$ cat config.mk
export PLATFORM = sky130hd
export DESIGN_NAME = olbc_channel_config
export DESIGN_NICKNAME = d
export VERILOG_FILES = /design/src/rtl/olbc_reg_store.v /design/src/rtl/olbc_channel_config.v
export VERILOG_INCLUDE_DIRS = /design/src /design/src/rtl
export SDC_FILE = /design/constraint.sdc
export NUM_CORES = 1
export LEC_CHECK = 0
export ABC_AREA = 1
export BUFFER_PORTS_ARGS = -buffer_cell sky130_fd_sc_hd__buf_2
export CORE_AREA = 5 5 92 136
export DETAILED_ROUTE_END_ITERATION = 10
export DIE_AREA = 0 0 97 141
export GPL_ROUTABILITY_DRIVEN = 0
export PLACE_DENSITY_LB_ADDON = 0.2
export SETUP_SLACK_MARGIN = 0.05
export SYNTH_ARGS = -nofsm -noshare
export SYNTH_HDL_FRONTEND = slang
export SYNTH_SLANG_ARGS = --single-unit
$ cat constraint.sdc
create_clock -name clock -period 5.8 [get_ports clock]
set_input_delay 0.29 -clock clock [delete_from_list [all_inputs] [get_ports clock]]
set_output_delay 0.29 -clock clock [all_outputs]
set_load 0.05 [all_outputs]
$ cat src/rtl/olbc_defs.vh
// Constants for the banked per-channel configuration block
// Summary of operation
// - Pointer 00 primary, AA secondary, 01 individual, 02 tester bank.
// - The 8-bit bank pointer steers every banked register access.
// - Bit n-1 of each register serves channel n; all bits reset zero.
// - Rail-select bit one gives single rail, zero gives dual rail.
// - Line-code bit one gives AMI, zero B8ZS/HDB3; global override ignores it.
// - Receive power-down bit one powers down that channel's receiver.
// - Transmit power-down bit one powers down that channel's transmitter.
// - Excess-zero detect bit enables detection, only single rail with HDB3/B8ZS.
// - Violation-detect disable bit one disables; HDB3 only; code override suppresses.
// - Jitter attenuator enable per channel, ignored while global enable set.
// - Position bit one puts attenuator in receive path, zero transmit; global overrides.
// - Depth bit one selects 128 bits, zero 32; global depth bit overrides.
`ifndef OLBC_DEFS_VH
`define OLBC_DEFS_VH

// ----------------------------------------
// Bank pointer codes
// ----------------------------------------
`define OLBC_BANK_PRIMARY 8'h00
`define OLBC_BANK_SECONDARY 8'hAA
`define OLBC_BANK_INDIVIDUAL 8'h01
`define OLBC_BANK_TESTER 8'h02

// ----------------------------------------
// Offsets
// ----------------------------------------
`define OLBC_OFS_BANK_POINTER 8'h1F
`define OLBC_OFS_GLOBAL_CONTROL 8'h1E
`define OLBC_OFS_SINGLE_RAIL 8'h00
`define OLBC_OFS_LINE_CODE 8'h01
`define OLBC_OFS_RX_POWER_DOWN 8'h03
`define OLBC_OFS_TX_POWER_DOWN 8'h04
`define OLBC_OFS_EXCESS_ZERO 8'h05
`define OLBC_OFS_CODE_VIOL_DIS 8'h06
`define OLBC_OFS_JA_ENABLE 8'h00
`define OLBC_OFS_JA_POSITION 8'h01
`define OLBC_OFS_JA_DEPTH 8'h02

// ----------------------------------------
// Global control fields and reset values
// ----------------------------------------
`define OLBC_GLOBAL_CODE_OVERRIDE_BIT 0
`define OLBC_GLOBAL_JITTER_ATTEN_ENABLE_BIT 1
`define OLBC_GC_DEPTH_BIT 2
`define OLBC_GC_WIDTH 3
`define OLBC_RESET_BYTE 8'h00
`define OLBC_RESET_GC 3'h0

// ----------------------------------------
// Register slot indices in the storage array
// ----------------------------------------
`define OLBC_SLOT_SINGLE_RAIL 4'h0
`define OLBC_SLOT_LINE_CODE 4'h1
`define OLBC_SLOT_RX_POWER_DOWN 4'h2
`define OLBC_SLOT_TX_POWER_DOWN 4'h3
`define OLBC_SLOT_EXCESS_ZERO 4'h4
`define OLBC_SLOT_CODE_VIOL_DIS 4'h5
`define OLBC_SLOT_JA_ENABLE 4'h6
`define OLBC_SLOT_JA_POSITION 4'h7
`define OLBC_SLOT_JA_DEPTH 4'h8
`define OLBC_SLOT_NONE 4'hF
`define OLBC_SLOT_COUNT 9

`endif

$ cat src/rtl/olbc_reg_store.v
// Nine-byte configuration store with per-slot outputs
`timescale 1ns/100ps
module olbc_reg_store (
  input wire clock,
  input wire srst,
  input wire wrEn,
  input wire [3:0] wrSlot,
  input wire [7:0] wrData,
  output wire [71:0] allBytes
);
`include "olbc_defs.vh"

  reg [7:0] mem_q [0:`OLBC_SLOT_COUNT-1];
  integer i;

  // ----------------------------------------
  // Storage
  // ----------------------------------------
  always @(posedge clock) begin
    if (srst) begin
      for (i = 0; i < `OLBC_SLOT_COUNT; i = i + 1) begin
        mem_q[i] <= `OLBC_RESET_BYTE;
      end
    end else if (wrEn && (wrSlot < `OLBC_SLOT_COUNT)) begin
      mem_q[wrSlot] <= wrData;
    end
  end

  genvar g;
  generate
    for (g = 0; g < `OLBC_SLOT_COUNT; g = g + 1) begin : gOut
      assign allBytes[g*8 +: 8] = mem_q[g];
    end
  endgenerate
endmodule // olbc_reg_store

$ cat src/rtl/olbc_channel_config.v
// Banked per-channel configuration registers for an eight-channel line interface
`timescale 1ns/100ps
module olbc_channel_config (
  input wire clock,
  input wire srst,
  input wire [7:0] regAddr,
  input wire [7:0] regWrData,
  input wire regWrite,
  input wire regRead,
  output reg [7:0] regRdData,
  output reg [7:0] bankPointer,
  output reg [7:0] singleRail,
  output reg [7:0] amiCoding,
  output reg [7:0] rxPowerDown,
  output reg [7:0] txPowerDown,
  output reg [7:0] excessZeroDetect,
  output reg [7:0] codeViolDetect,
  output reg [7:0] jitterAttenOn,
  output reg [7:0] jitterAttenRxPath,
  output reg [7:0] jitterDepth128,
  output reg [2:0] globalControl
);
`include "olbc_defs.vh"

  wire [71:0] allBytes;
  reg [7:0] bankPointer_d;
  reg [2:0] globalControl_d;
  reg [3:0] wrSlot;
  reg [3:0] rdSlot;
  reg [7:0] rdData_d;
  wire codeOverride;
  wire jaGlobal;
  wire depthGlobal;
  wire [7:0] srByte;
  wire [7:0] lcByte;
  wire [7:0] rpByte;
  wire [7:0] tpByte;
  wire [7:0] ezByte;
  wire [7:0] cvByte;
  wire [7:0] jeByte;
  wire [7:0] jpByte;
  wire [7:0] jdByte;
  wire storeWrEn;
  wire ptrHit;
  wire gcHit;
  reg [7:0] singleRail_d;
  reg [7:0] amiCoding_d;
  reg [7:0] rxPowerDown_d;
  reg [7:0] txPowerDown_d;
  reg [7:0] excessZeroDetect_d;
  reg [7:0] codeViolDetect_d;
  reg [7:0] jitterAttenOn_d;
  reg [7:0] jitterAttenRxPath_d;
  reg [7:0] jitterDepth128_d;
  reg [7:0] amiEffective;

  // ----------------------------------------
  // Bank and offset decode
  // ----------------------------------------
  // Primary and tester banks live elsewhere, so they map to no slot here
  function [3:0] slotOf;
    input [7:0] bank;
    input [7:0] ofs;
    begin
      slotOf = `OLBC_SLOT_NONE;
      if (bank == `OLBC_BANK_SECONDARY) begin
        case (ofs)
          `OLBC_OFS_SINGLE_RAIL: slotOf = `OLBC_SLOT_SINGLE_RAIL;
          `OLBC_OFS_LINE_CODE: slotOf = `OLBC_SLOT_LINE_CODE;
          `OLBC_OFS_RX_POWER_DOWN: slotOf = `OLBC_SLOT_RX_POWER_DOWN;
          `OLBC_OFS_TX_POWER_DOWN: slotOf = `OLBC_SLOT_TX_POWER_DOWN;
          `OLBC_OFS_EXCESS_ZERO: slotOf = `OLBC_SLOT_EXCESS_ZERO;
          `OLBC_OFS_CODE_VIOL_DIS: slotOf = `OLBC_SLOT_CODE_VIOL_DIS;
          default: slotOf = `OLBC_SLOT_NONE;
        endcase
      end else if (bank == `OLBC_BANK_INDIVIDUAL) begin
        case (ofs)
          `OLBC_OFS_JA_ENABLE: slotOf = `OLBC_SLOT_JA_ENABLE;
          `OLBC_OFS_JA_POSITION: slotOf = `OLBC_SLOT_JA_POSITION;
          `OLBC_OFS_JA_DEPTH: slotOf = `OLBC_SLOT_JA_DEPTH;
          default: slotOf = `OLBC_SLOT_NONE;
        endcase
      end
    end
  endfunction

  // ----------------------------------------
  // Shared helpers
  // ----------------------------------------
  // Unbanked offsets bypass the store in every bank
  function isUnbanked;
    input [7:0] ofs;
    begin
      isUnbanked = 1'b0;
      if (ofs == `OLBC_OFS_BANK_POINTER) begin
        isUnbanked = 1'b1;
      end
      if (ofs == `OLBC_OFS_GLOBAL_CONTROL) begin
        isUnbanked = 1'b1;
      end
    end
  endfunction

  function [7:0] maskWhen;
    input ovr;
    input [7:0] bits;
    begin
      maskWhen = bits;
      if (ovr) begin
        maskWhen = `OLBC_RESET_BYTE;
      end
    end
  endfunction

  // Excess-zero detection only matters on single rail with zero substitution
  function [7:0] ezGate;
    input [7:0] enable;
    input [7:0] rail;
    input [7:0] ami;
    begin
      ezGate = enable & rail & ~ami;
    end
  endfunction

  // Stored bit is active low; AMI lines carry no substitution codes to violate
  function [7:0] cvGate;
    input [7:0] disableBits;
    input [7:0] ami;
    begin
      cvGate = ~disableBits & ~ami;
    end
  endfunction

  // Fixed slices avoid a variable part-select on the read path
  function [7:0] byteOfSlot;
    input [3:0] slot;
    input [71:0] bytes;
    begin
      case (slot)
        `OLBC_SLOT_SINGLE_RAIL: byteOfSlot = bytes[7:0];
        `OLBC_SLOT_LINE_CODE: byteOfSlot = bytes[15:8];
        `OLBC_SLOT_RX_POWER_DOWN: byteOfSlot = bytes[23:16];
        `OLBC_SLOT_TX_POWER_DOWN: byteOfSlot = bytes[31:24];
        `OLBC_SLOT_EXCESS_ZERO: byteOfSlot = bytes[39:32];
        `OLBC_SLOT_CODE_VIOL_DIS: byteOfSlot = bytes[47:40];
        `OLBC_SLOT_JA_ENABLE: byteOfSlot = bytes[55:48];
        `OLBC_SLOT_JA_POSITION: byteOfSlot = bytes[63:56];
        `OLBC_SLOT_JA_DEPTH: byteOfSlot = bytes[71:64];
        default: byteOfSlot = `OLBC_RESET_BYTE;
      endcase
    end
  endfunction

  always @* begin
    wrSlot = slotOf(bankPointer, regAddr);
    rdSlot = slotOf(bankPointer, regAddr);
  end

  // ----------------------------------------
  // Storage
  // ----------------------------------------
  assign ptrHit = (regAddr == `OLBC_OFS_BANK_POINTER);
  assign gcHit = (regAddr == `OLBC_OFS_GLOBAL_CONTROL);
  assign storeWrEn = regWrite && !isUnbanked(regAddr);

  olbc_reg_store uStore (
    .clock(clock),
    .srst(srst),
    .wrEn(storeWrEn),
    .wrSlot(wrSlot),
    .wrData(regWrData),
    .allBytes(allBytes)
  );

  assign srByte = byteOfSlot(`OLBC_SLOT_SINGLE_RAIL, allBytes);
  assign lcByte = byteOfSlot(`OLBC_SLOT_LINE_CODE, allBytes);
  assign rpByte = byteOfSlot(`OLBC_SLOT_RX_POWER_DOWN, allBytes);
  assign tpByte = byteOfSlot(`OLBC_SLOT_TX_POWER_DOWN, allBytes);
  assign ezByte = byteOfSlot(`OLBC_SLOT_EXCESS_ZERO, allBytes);
  assign cvByte = byteOfSlot(`OLBC_SLOT_CODE_VIOL_DIS, allBytes);
  assign jeByte = byteOfSlot(`OLBC_SLOT_JA_ENABLE, allBytes);
  assign jpByte = byteOfSlot(`OLBC_SLOT_JA_POSITION, allBytes);
  assign jdByte = byteOfSlot(`OLBC_SLOT_JA_DEPTH, allBytes);

  assign codeOverride = globalControl[`OLBC_GLOBAL_CODE_OVERRIDE_BIT];
  assign jaGlobal = globalControl[`OLBC_GLOBAL_JITTER_ATTEN_ENABLE_BIT];
  assign depthGlobal = globalControl[`OLBC_GC_DEPTH_BIT];

  // ----------------------------------------
  // Pointer, global control and read path
  // ----------------------------------------
  // Pointer and global control are unbanked so software can always switch back
  always @* begin
    bankPointer_d = bankPointer;
    if (regWrite && ptrHit) begin
      bankPointer_d = regWrData;
    end
  end

  always @* begin
    globalControl_d = globalControl;
    if (regWrite && gcHit) begin
      globalControl_d = regWrData[`OLBC_GC_WIDTH-1:0];
    end
  end

  // ----------------------------------------
  // Read data selection
  // ----------------------------------------

  always @* begin
    rdData_d = `OLBC_RESET_BYTE;
    if (regAddr == `OLBC_OFS_BANK_POINTER) begin
      rdData_d = bankPointer;
    end else if (regAddr == `OLBC_OFS_GLOBAL_CONTROL) begin
      rdData_d = {5'h0_0, globalControl};
    end else if (rdSlot != `OLBC_SLOT_NONE) begin
      rdData_d = byteOfSlot(rdSlot, allBytes);
    end else begin
      rdData_d = `OLBC_RESET_BYTE;
    end
  end

  always @(posedge clock) begin
    if (srst) begin
      bankPointer <= `OLBC_BANK_PRIMARY;
      globalControl <= `OLBC_RESET_GC;
      regRdData <= `OLBC_RESET_BYTE;
    end else begin
      bankPointer <= bankPointer_d;
      globalControl <= globalControl_d;
      // Data stand only in the cycle after the read strobe
      regRdData <= regRead ? rdData_d : `OLBC_RESET_BYTE;
    end
  end

  // ----------------------------------------
  // Per-channel effective controls
  // ----------------------------------------
  // Under override the per-channel code bits are ignored; the global mode rules
  always @* begin
    amiEffective = maskWhen(codeOverride, lcByte);
    singleRail_d = srByte;
    amiCoding_d = amiEffective;
    rxPowerDown_d = rpByte;
    txPowerDown_d = tpByte;
    excessZeroDetect_d = ezGate(ezByte, srByte, amiEffective);
    codeViolDetect_d = maskWhen(codeOverride, cvGate(cvByte, lcByte));
    jitterAttenOn_d = maskWhen(jaGlobal, jeByte);
    jitterAttenRxPath_d = maskWhen(jaGlobal, jpByte);
    jitterDepth128_d = maskWhen(depthGlobal, jdByte);
  end

  // ----------------------------------------
  // Secondary bank outputs
  // ----------------------------------------
  // Registered copies lag the store by one cycle; outputs stay glitch free
  always @(posedge clock) begin
    if (srst) begin
      singleRail <= `OLBC_RESET_BYTE;
      amiCoding <= `OLBC_RESET_BYTE;
      rxPowerDown <= `OLBC_RESET_BYTE;
      txPowerDown <= `OLBC_RESET_BYTE;
      excessZeroDetect <= `OLBC_RESET_BYTE;
      codeViolDetect <= `OLBC_RESET_BYTE;
    end else begin
      singleRail <= singleRail_d;
      amiCoding <= amiCoding_d;
      rxPowerDown <= rxPowerDown_d;
      txPowerDown <= txPowerDown_d;
      excessZeroDetect <= excessZeroDetect_d;
      codeViolDetect <= codeViolDetect_d;
    end
  end

  // ----------------------------------------
  // Individual bank outputs
  // ----------------------------------------
  always @(posedge clock) begin
    if (srst) begin
      jitterAttenOn <= `OLBC_RESET_BYTE;
      jitterAttenRxPath <= `OLBC_RESET_BYTE;
      jitterDepth128 <= `OLBC_RESET_BYTE;
    end else begin
      jitterAttenOn <= jitterAttenOn_d;
      jitterAttenRxPath <= jitterAttenRxPath_d;
      jitterDepth128 <= jitterDepth128_d;
    end
  end
endmodule // olbc_channel_config

Word level (Yosys, flattened, before mapping). Memories as Yosys holds them, arrays and structs flattened. Index checks and enable logic that the tools add are counted.

Order comparisons: 1. Equality and inequality tests: 19. Mux-type cells: 19. Bitwise operators: 7. Reductions and logical operators: 12.

Operators by type and width (count): 8-bit one-hot mux with 9 select lines (1); 8-bit 2-to-1 mux (5); 8-bit AND (3); 8-bit by 3-bit equality test with 1-bit output (second input constant) (3); 8-bit NOT (3); 4-bit one-hot mux with 6 select lines (1); 4-bit by 3-bit equality test with 1-bit output (second input constant) (4); 8-bit by 1-bit equality test with 1-bit output (second input constant) (2); 8-bit by 2-bit equality test with 1-bit output (second input constant) (2); 8-bit by 5-bit equality test with 1-bit output (second input constant) (2); 4-bit 2-to-1 mux (3); 4-bit one-hot mux with 3 select lines (1); 4-bit by 2-bit equality test with 1-bit output (second input constant) (2); 8-bit equality test (second input constant) (1); 8-bit zero test (1); 1-bit 2-to-1 mux (8); 2-bit OR reduction (4); 8-bit OR reduction (1); 4-bit by 1-bit equality test with 1-bit output (second input constant) (1); 4-bit equality test (second input constant) (1); 1-bit logical AND (4); 4-bit zero test (1); 4-bit < comparator (second input constant) (1); 4-bit inequality test (second input constant) (1); 2 further kinds (2).

Register bits after elaboration: 91. Bits in writable memories: 72. Input bits: 20. Output and inout bits: 91. Logic and storage cells: 71. Memories: 1.

Memories: uStore.mem_q (words 9, width 8, read ports 9, clocked after memory_dff 0, write ports 9, RTL line olbc_reg_store.v:13) `` reg [7:0] mem_q [0:`OLBC_SLOT_COUNT-1]; ``.

Depth between registers and ports, before layout. Gate-level depths: netlist (run 1).

Word-level depth: 11. Depth in mapped cells: 16. Depth with buffers taken out: 16.

Hierarchy. Synthesis (run 1) repeated with hierarchy kept, for this count alone.

Cell total of the unflattened synthesis: 779. Area, all modules: 6792.8 um2.

By module, submodules not included: olbc_channel_config (times used 1, cells an instance 586, area an instance 4051.4 um2, sequential area each 1821.7 um2); olbc_reg_store (times used 1, cells an instance 193, area an instance 2741.4 um2, sequential area each 2162.1 um2).

Worst setup path before layout (run 1). OpenSTA, ideal clock, no wires.

Path type: register to register. From: reg bankPointer[2]. To: mem uStore.mem_q[2][0] (enable). Library setup time: 329 ps. Arrival time: 2138 ps. Required time: 5471 ps. Slack: 3333 ps. Stages on the path, launching flop included: 13. Buffers on the path: 0. Period minus slack after synthesis: 2467 ps. Path through: dfxtp_1 inv_1 nand2_1 nor2_1 nand2_2 clkinv_2 nand2_2 nor2_2 nor2_4 nand2_2 nor2_4 nand2_1 nand2_1.

RTL lines: start, declared (RTL line olbc_channel_config.v:11) `output reg [7:0] bankPointer,`; start signal, assigned (RTL line olbc_channel_config.v:226) `` bankPointer <= `OLBC_BANK_PRIMARY; ``; start signal, assigned (RTL line olbc_channel_config.v:230) `bankPointer <= bankPointer_d;`; end, declared (RTL line olbc_reg_store.v:13).

==> results.sh, run 1 <==
export IMPL_cp_arrival_ns=3.01
export IMPL_dp_cells=952
export IMPL_yosysSeqAreaShare_pct=61.1
export IMPL_synth_top_family_by_area="simple AND/OR/NAND/NOR gates"
export IMPL_status="finished clean"
export IMPL_final_nets=841
export IMPL_r2r_start="bankPointer[7]"
export IMPL_crit_fanout=32
export IMPL_p_per_area_mw_per_mm2=327
export IMPL_synth_area_leader_cell="edfxtp_1"
export IMPL_ys_seq_elements=163
export IMPL_worst_r2r_setup_slack_ns=2.87
export IMPL_initial_core_util_pct=57.5
export IMPL_worstHoldPathCells=3
export IMPL_final_cell_count_no_fill=984
export IMPL_hold_violations=0
export IMPL_portBuffers=110
export IMPL_grt_use_met2_pct=43.6
export IMPL_clk_latency_ns=0.43
export IMPL_cts_tree="built"
export IMPL_routed_wl_um=16800
export IMPL_finalPower_uw=2540
export IMPL_fin_util_pct=68.5
export IMPL_syn_avg_cell_area_um2=9.23
export IMPL_area_delta_synth_final_pct=19.2
export IMPL_wire_per_inst_um=17.1
export IMPL_crit_path_end_kind="flip-flop"
export IMPL_clkTransAtPathRegs_ns=0.06
export IMPL_syn_inst=707
export IMPL_drt_iter0_markers=452
export IMPL_core_area_mm2=0.0114
export IMPL_skew_ns=0.00933
export IMPL_diodes=0
export IMPL_clock_sinks=163
export IMPL_cts_setup_buffers=0
export IMPL_hpwl_um=12400
export IMPL_synth_adder_area_share_pct=0
export IMPL_pwr_share_comb_pct=6.0
export IMPL_cp_required_ns=5.88
export IMPL_synth_distinct_cells=32
export IMPL_syn_nets=727
export IMPL_vias_per_cell=5.35
export IMPL_pwr_share_clk_pct=44.9
export IMPL_yosysWarnings=0
export IMPL_min_from="regWrData[7]"
export IMPL_synth_compound_area_share_pct=2.84
export IMPL_post_place_ws_ns=2.92
export IMPL_fmax_mhz=342
export IMPL_final_layout_size_suffix_gt1_share_pct=22.4
export IMPL_fin_crit_sh_pct=50.4
export IMPL_r2r_end="uStore.mem_q[4][4]"
export IMPL_worstSetupPathType="flip-flop to flip-flop"
export IMPL_synth_area_leaders="edfxtp_1 (33%), dfxtp_1 (28%), nor2_1 (11%)"
export IMPL_ctsHtreeMaxLevel=4
export IMPL_antenna_found_initial=0
export IMPL_setup_slack_ns=2.87
export IMPL_cts_made_buffers=17
export IMPL_critPathLaunchType="flip-flop"
export IMPL_holdPathEnd="bankPointer[7]"
export IMPL_p_sw_share_pct=23.9
export IMPL_clockBufferDepth=2
export IMPL_synth_top_area_share_pct=33.1
export IMPL_rsz0062_at_grt="false"
export IMPL_ioPinCount=111
export IMPL_p_seq_share_pct=49.2
export IMPL_p_switching_uw=608
export IMPL_maxSlewHeadroom_pct=48.0
export IMPL_synthMuxAreaShare_pct=0
export IMPL_rr_worst_depth=9
export IMPL_grt_busiest_layer="met2"
export IMPL_leakage_uw=0.00365
export IMPL_dieHeight_um=141
export IMPL_grt_total_usage_pct=25.1
export IMPL_grt_pass1_vias=5209
export IMPL_drc_errors=0
export IMPL_maxSlewViolCount=0
export IMPL_fillers=902
export IMPL_p_int_uw=1930
export IMPL_use_met3_pct=6.63
export IMPL_cts_resized=0
export IMPL_finalCriticalPeriod_ns=2.93
export IMPL_die_area_mm2=0.0137
export IMPL_rows=48
export IMPL_fp_dieW_um=97
export IMPL_grt_max_degree=42
export IMPL_cts_root_buffer="clkbuf_16"
export IMPL_dr_pass1_iters=6
export IMPL_hold_buffers=0
export IMPL_synth_area_mm2=0.00652
export IMPL_worst_slew_pin_slew_ns=0.779
export IMPL_vias=5268
export IMPL_ant_nets=0
export IMPL_grt_pass1_wl_um=26700
export IMPL_min_path_type="input pin to flip-flop"
export IMPL_setup_violations_final=0
export IMPL_maxCapViolCount=0
export IMPL_gr_usage_met1_pct=28.5
export IMPL_yosys_area_share_simple_pct=29.2
export IMPL_overflow=0
export IMPL_ir_drop_v=0.000216
export IMPL_finalSetupTns_ns=0
export IMPL_synth_xor_area_share_pct=0
metal layers:
metal / vias up / part of all wire, %
li1: 2493 / -
met1: 2410 / 36
met2: 313 / 50
met3: 52 / 9.4
met4: 0 / 4.3
met5: - / 0
registers in the layout, summed over array words and instances (netlist names):
signal             count
regRdData              8
codeViolDetect         8
excessZeroDetect       8
txPowerDown            8
jitterAttenRxPath      8
rxPowerDown            8
bankPointer            8
jitterAttenOn          8
singleRail             8
uStore.mem_q          72
amiCoding              8
jitterDepth128         8
globalControl          3
power by group through the flow:
| stage | Combinational (uW) | Clock (uW) | Sequential (uW) |
|---|---|---|---|
| finish | 151 | 1140 | 1250 |
| global route | 161 | 1200 | 1250 |
| CTS | 151 | 1140 | 1250 |
| detailed placement | 151 | 0 | 1270 |
| global placement | 149 | 0 | 1270 |
| floorplan | 42.7 | 0 | 1330 |
layout make-up:
| type | instances | area, um^2 | area share, % |
|---|---|---|---|
| tap | 150 | 188 | 2.41 |
| timing repair buffer | 110 | 551 | 7.08 |
| clock inverter | 11 | 111 | 1.43 |
| clock buffer | 21 | 503 | 6.47 |
| sequential | 163 | 3980 | 51.2 |
| inverter | 92 | 347 | 4.46 |
| multi-input combinational | 437 | 2090 | 26.9 |
cells by family (layout without fill, tap and decap cells):
kind of cell | after synthesis | after routing
simple gates | 412 | 412
compound gates | 25 | 25
buf+inv | 107 | 234
flops | 163 | 163
worst max-delay path, stage by stage, from the launching register on:
cell and delay, ns:
dfxtp_1 0.36, nor2_1 0.11, nand2_1 0.08, nor2_2 0.32, inv_1 0.10, nor2_1 0.18, a21oi_4 0.09, nor2_4 0.63
nand3_2 0.32, nand2_1 0.38
cells in the mapped netlist:
library cell and count:
nor2_4 8, a211oi_1 7, o21ai_0 8, and3_1 8, buf_6 5, nor2_2 6, inv_1 76, nor3b_1 1
inv_2 7, nand2_8 1, a21oi_4 1, nand3_4 3, edfxtp_1 72, clkbuf_1 7, nor2_8 1, nand4_1 9
nand2_2 7, nand3_2 7, dfxtp_1 91, a31oi_4 1, nand4_2 1, o21ai_4 1, nand2_1 97, buf_4 2
o32ai_1 1, buf_1 1, nor2_1 188, clkinv_2 1, clkinv_1 8, nand3_1 64, a21oi_1 6, nor3_1 11
stage by stage:
| stage | cell area (um^2) | hold WS (ns) |
|---|---|---|
| floorplan | 6520 | 0.369 |
| global placement | 7160 | 0.448 |
| detailed placement | 7160 | 0.456 |
| CTS | 7770 | 0.155 |
| global route | 7770 | 0.173 |
| finish | 7770 | 0.164 |
worst max-delay path by stage:
stage	start	end	slack, ns	cells after the start
final	bankPointer[7]	uStore.mem_q[4][4]	2.87	9
after global routing	bankPointer[7]	uStore.mem_q[6][7]	2.71	9
after CTS	bankPointer[7]	uStore.mem_q[4][5]	2.91	9
after detailed placement	regAddr[0]	uStore.mem_q[4][7]	2.92	12
after global placement	bankPointer[7]	uStore.mem_q[4][7]	2.97	9
after floorplan	bankPointer[2]	uStore.mem_q[2][0]	3.33	12
layout by cell type (no fill, tap or decap), drive strengths merged:
master and count:
nand2 105, nor3 11, buf 110, and3 8, nor3b 1, nor2 203, clkbuf 21, inv 88
nand3 74, a21oi 7, o21ai 9, nand4 10, clkinvlp 1, dfxtp 91, clkinv 13, edfxtp 72
bufinv 1, a31oi 1, o32ai 1, a211oi 7
Power figures use the tool's default switching activity.
==> run 2, diff against run 1 <==
--- a/config.mk
+++ b/config.mk
@@ -8,9 +8,9 @@
 export LEC_CHECK = 0
 export ABC_AREA = 1
 export BUFFER_PORTS_ARGS = -buffer_cell sky130_fd_sc_hd__buf_2
-export CORE_AREA = 5 5 92 136
+export CORE_AREA = 5 5 95 141
 export DETAILED_ROUTE_END_ITERATION = 10
-export DIE_AREA = 0 0 97 141
+export DIE_AREA = 0 0 100 146
 export GPL_ROUTABILITY_DRIVEN = 0
 export PLACE_DENSITY_LB_ADDON = 0.2
 export SETUP_SLACK_MARGIN = 0.05
==> constraint.sdc (replaced) <==
create_clock -name clock -period 2.9 [get_ports clock]
set_input_delay 0.145 -clock clock [delete_from_list [all_inputs] [get_ports clock]]
set_output_delay 0.145 -clock clock [all_outputs]
set_load 0.05 [all_outputs]
==> results.sh, run 2 (synthesis results as in run 1) <==
export IMPL_diodes=0
export IMPL_crit_fanout=19
export IMPL_grt_pass1_wl_um=27300
export IMPL_clkTransAtPathRegs_ns=0.07
export IMPL_grt_use_met2_pct=41.9
export IMPL_seq_area_mm2=0.00398
export IMPL_cp_arrival_ns=2.61
export IMPL_initial_core_util_pct=54.6
export IMPL_regMostFlops="uStore.mem_q"
export IMPL_cts_tree="built"
export IMPL_rows=49
export IMPL_crit_path_end_kind="flip-flop"
export IMPL_worstSetupPathType="flip-flop to flip-flop"
export IMPL_vias=5273
export IMPL_finalCriticalPeriod_ns=2.52
export IMPL_cts_resized=0
export IMPL_cts_root_buffer="clkbuf_16"
export IMPL_drc_errors=0
export IMPL_grt_pass1_vias=5188
export IMPL_final_cell_mix="nor2_1 (188), buf_2 (110), nand2_1 (97)"
export IMPL_finalSetupTns_ns=0
export IMPL_grt_busiest_layer="met2"
export IMPL_area_delta_synth_final_pct=19.0
export IMPL_vias_per_cell=5.32
export IMPL_die_area_mm2=0.0146
export IMPL_fp_dieW_um=100
export IMPL_portBuffers=110
export IMPL_setup_slack_ns=0.383
export IMPL_p_per_area_mw_per_mm2=640
export IMPL_min_path_type="input pin to flip-flop"
export IMPL_final_nets=845
export IMPL_fin_crit_sh_pct=86.8
export IMPL_fmax_mhz=397
export IMPL_hold_buffers=0
export IMPL_dr_pass1_iters=5
export IMPL_cpPeakStageDelay_ns=0.42
export IMPL_grt_total_usage_pct=24.5
export IMPL_rsz0062_at_grt="false"
export IMPL_cts_made_buffers=17
export IMPL_final_layout_size_suffix_gt1_share_pct=22.3
export IMPL_largest_reg_flops=72
export IMPL_post_place_ws_ns=0.448
export IMPL_gr_usage_met1_pct=28.1
export IMPL_wire_per_inst_um=17.7
export IMPL_crit_path_top_delay_cell="nor2_4"
export IMPL_setup_violations_final=0
export IMPL_final_common_cell="nor2_1"
export IMPL_worst_slew_pin_slew_ns=0.770
export IMPL_drt_iter0_markers=461
export IMPL_cp_required_ns=3.00
export IMPL_status="finished clean"
export IMPL_ioPinCount=111
export IMPL_clk_latency_ns=0.43
export IMPL_clock_sinks=163
export IMPL_clockBufferDepth=2
export IMPL_maxCapViolCount=0
export IMPL_ctsHtreeMaxLevel=4
export IMPL_maxSlewHeadroom_pct=48.7
export IMPL_hold_violations=0
export IMPL_fin_util_pct=64.9
export IMPL_fillers=996
export IMPL_leakage_uw=0.00364
export IMPL_dieHeight_um=146
export IMPL_critPathLaunchType="flip-flop"
export IMPL_cts_setup_buffers=0
export IMPL_routed_wl_um=17500
export IMPL_grt_max_degree=42
export IMPL_worst_r2r_setup_slack_ns=0.38
export IMPL_overflow=0
export IMPL_dp_cells=959
export IMPL_ir_drop_v=0.000457
export IMPL_skew_ns=0.0107
export IMPL_antenna_found_initial=0
export IMPL_hpwl_um=13100
export IMPL_use_met3_pct=5.80
export IMPL_finalPower_uw=4970
export IMPL_maxSlewViolCount=0
export IMPL_cp_cell_sequence="nor2_1, nand2_1, nor2_2, inv_1, nor2_1, a21oi_4, nor2_4, nand3_2, nand2_1"
export IMPL_multi_input_area_mm2=0.00209
export IMPL_path_buf_inv=1
export IMPL_core_area_mm2=0.0120
export IMPL_crit_family="simple AND/OR/NAND/NOR gates"
export IMPL_final_cell_count_no_fill=991
export IMPL_ant_nets=0
## run 2: cell types whose count changed in the layout (fill, tap and decap cells not counted), sizes merged
cell    before  now
buf        110  114
clkinv      13   12
clkbuf      21   22
## run 2: metrics by stage
step	instance area [um^2]	hold slack, ns
2_1_floorplan	6520	0.224
3_3_place_gp	7190	0.445
3_5_place_dp	7190	0.443
4_1_cts	7760	0.00220
5_1_grt	7760	0.0247
6_report	7760	0.00590
## run 2: layout make-up
class	count	share of cell area, %
multi-input cells	437	26.9
well taps	153	2.47
inverters	92	4.46
repair buffers	114	7.48
flip-flops and latches	163	51.3
clock buffers	22	6.11
clock inverters	10	1.23
## run 2: report_power, final
| group | internal (uW) | switching (uW) |
|---|---|---|
| sequential | 2460 | 40.1 |
| combinational | 55.6 | 252 |
| clock | 1260 | 898 |
| total | 3780 | 1190 |
## run 2: worst min-delay path, cell delays in order
cell,delay (ns)
buf_2,0.11
nand3_1,0.07
a21oi_1,0.06
## run 2: worst paths after layout
check / from / endpoint / cells after the start
setup / recovery: bankPointer[5] / uStore.mem_q[6][6] / 9
hold / removal: regWrData[7] / bankPointer[7] / 3
setup reg to reg: bankPointer[5] / uStore.mem_q[6][6] / 9
hold reg to reg: uStore.mem_q[5][3] / codeViolDetect[3] / 1
## run 2: routing by layer
metal	vias to the layer above	part of all wire (%)
li1	2501	-
met1	2461	37
met2	257	51
met3	54	7.6
met4	0	4.8
met5	-	0
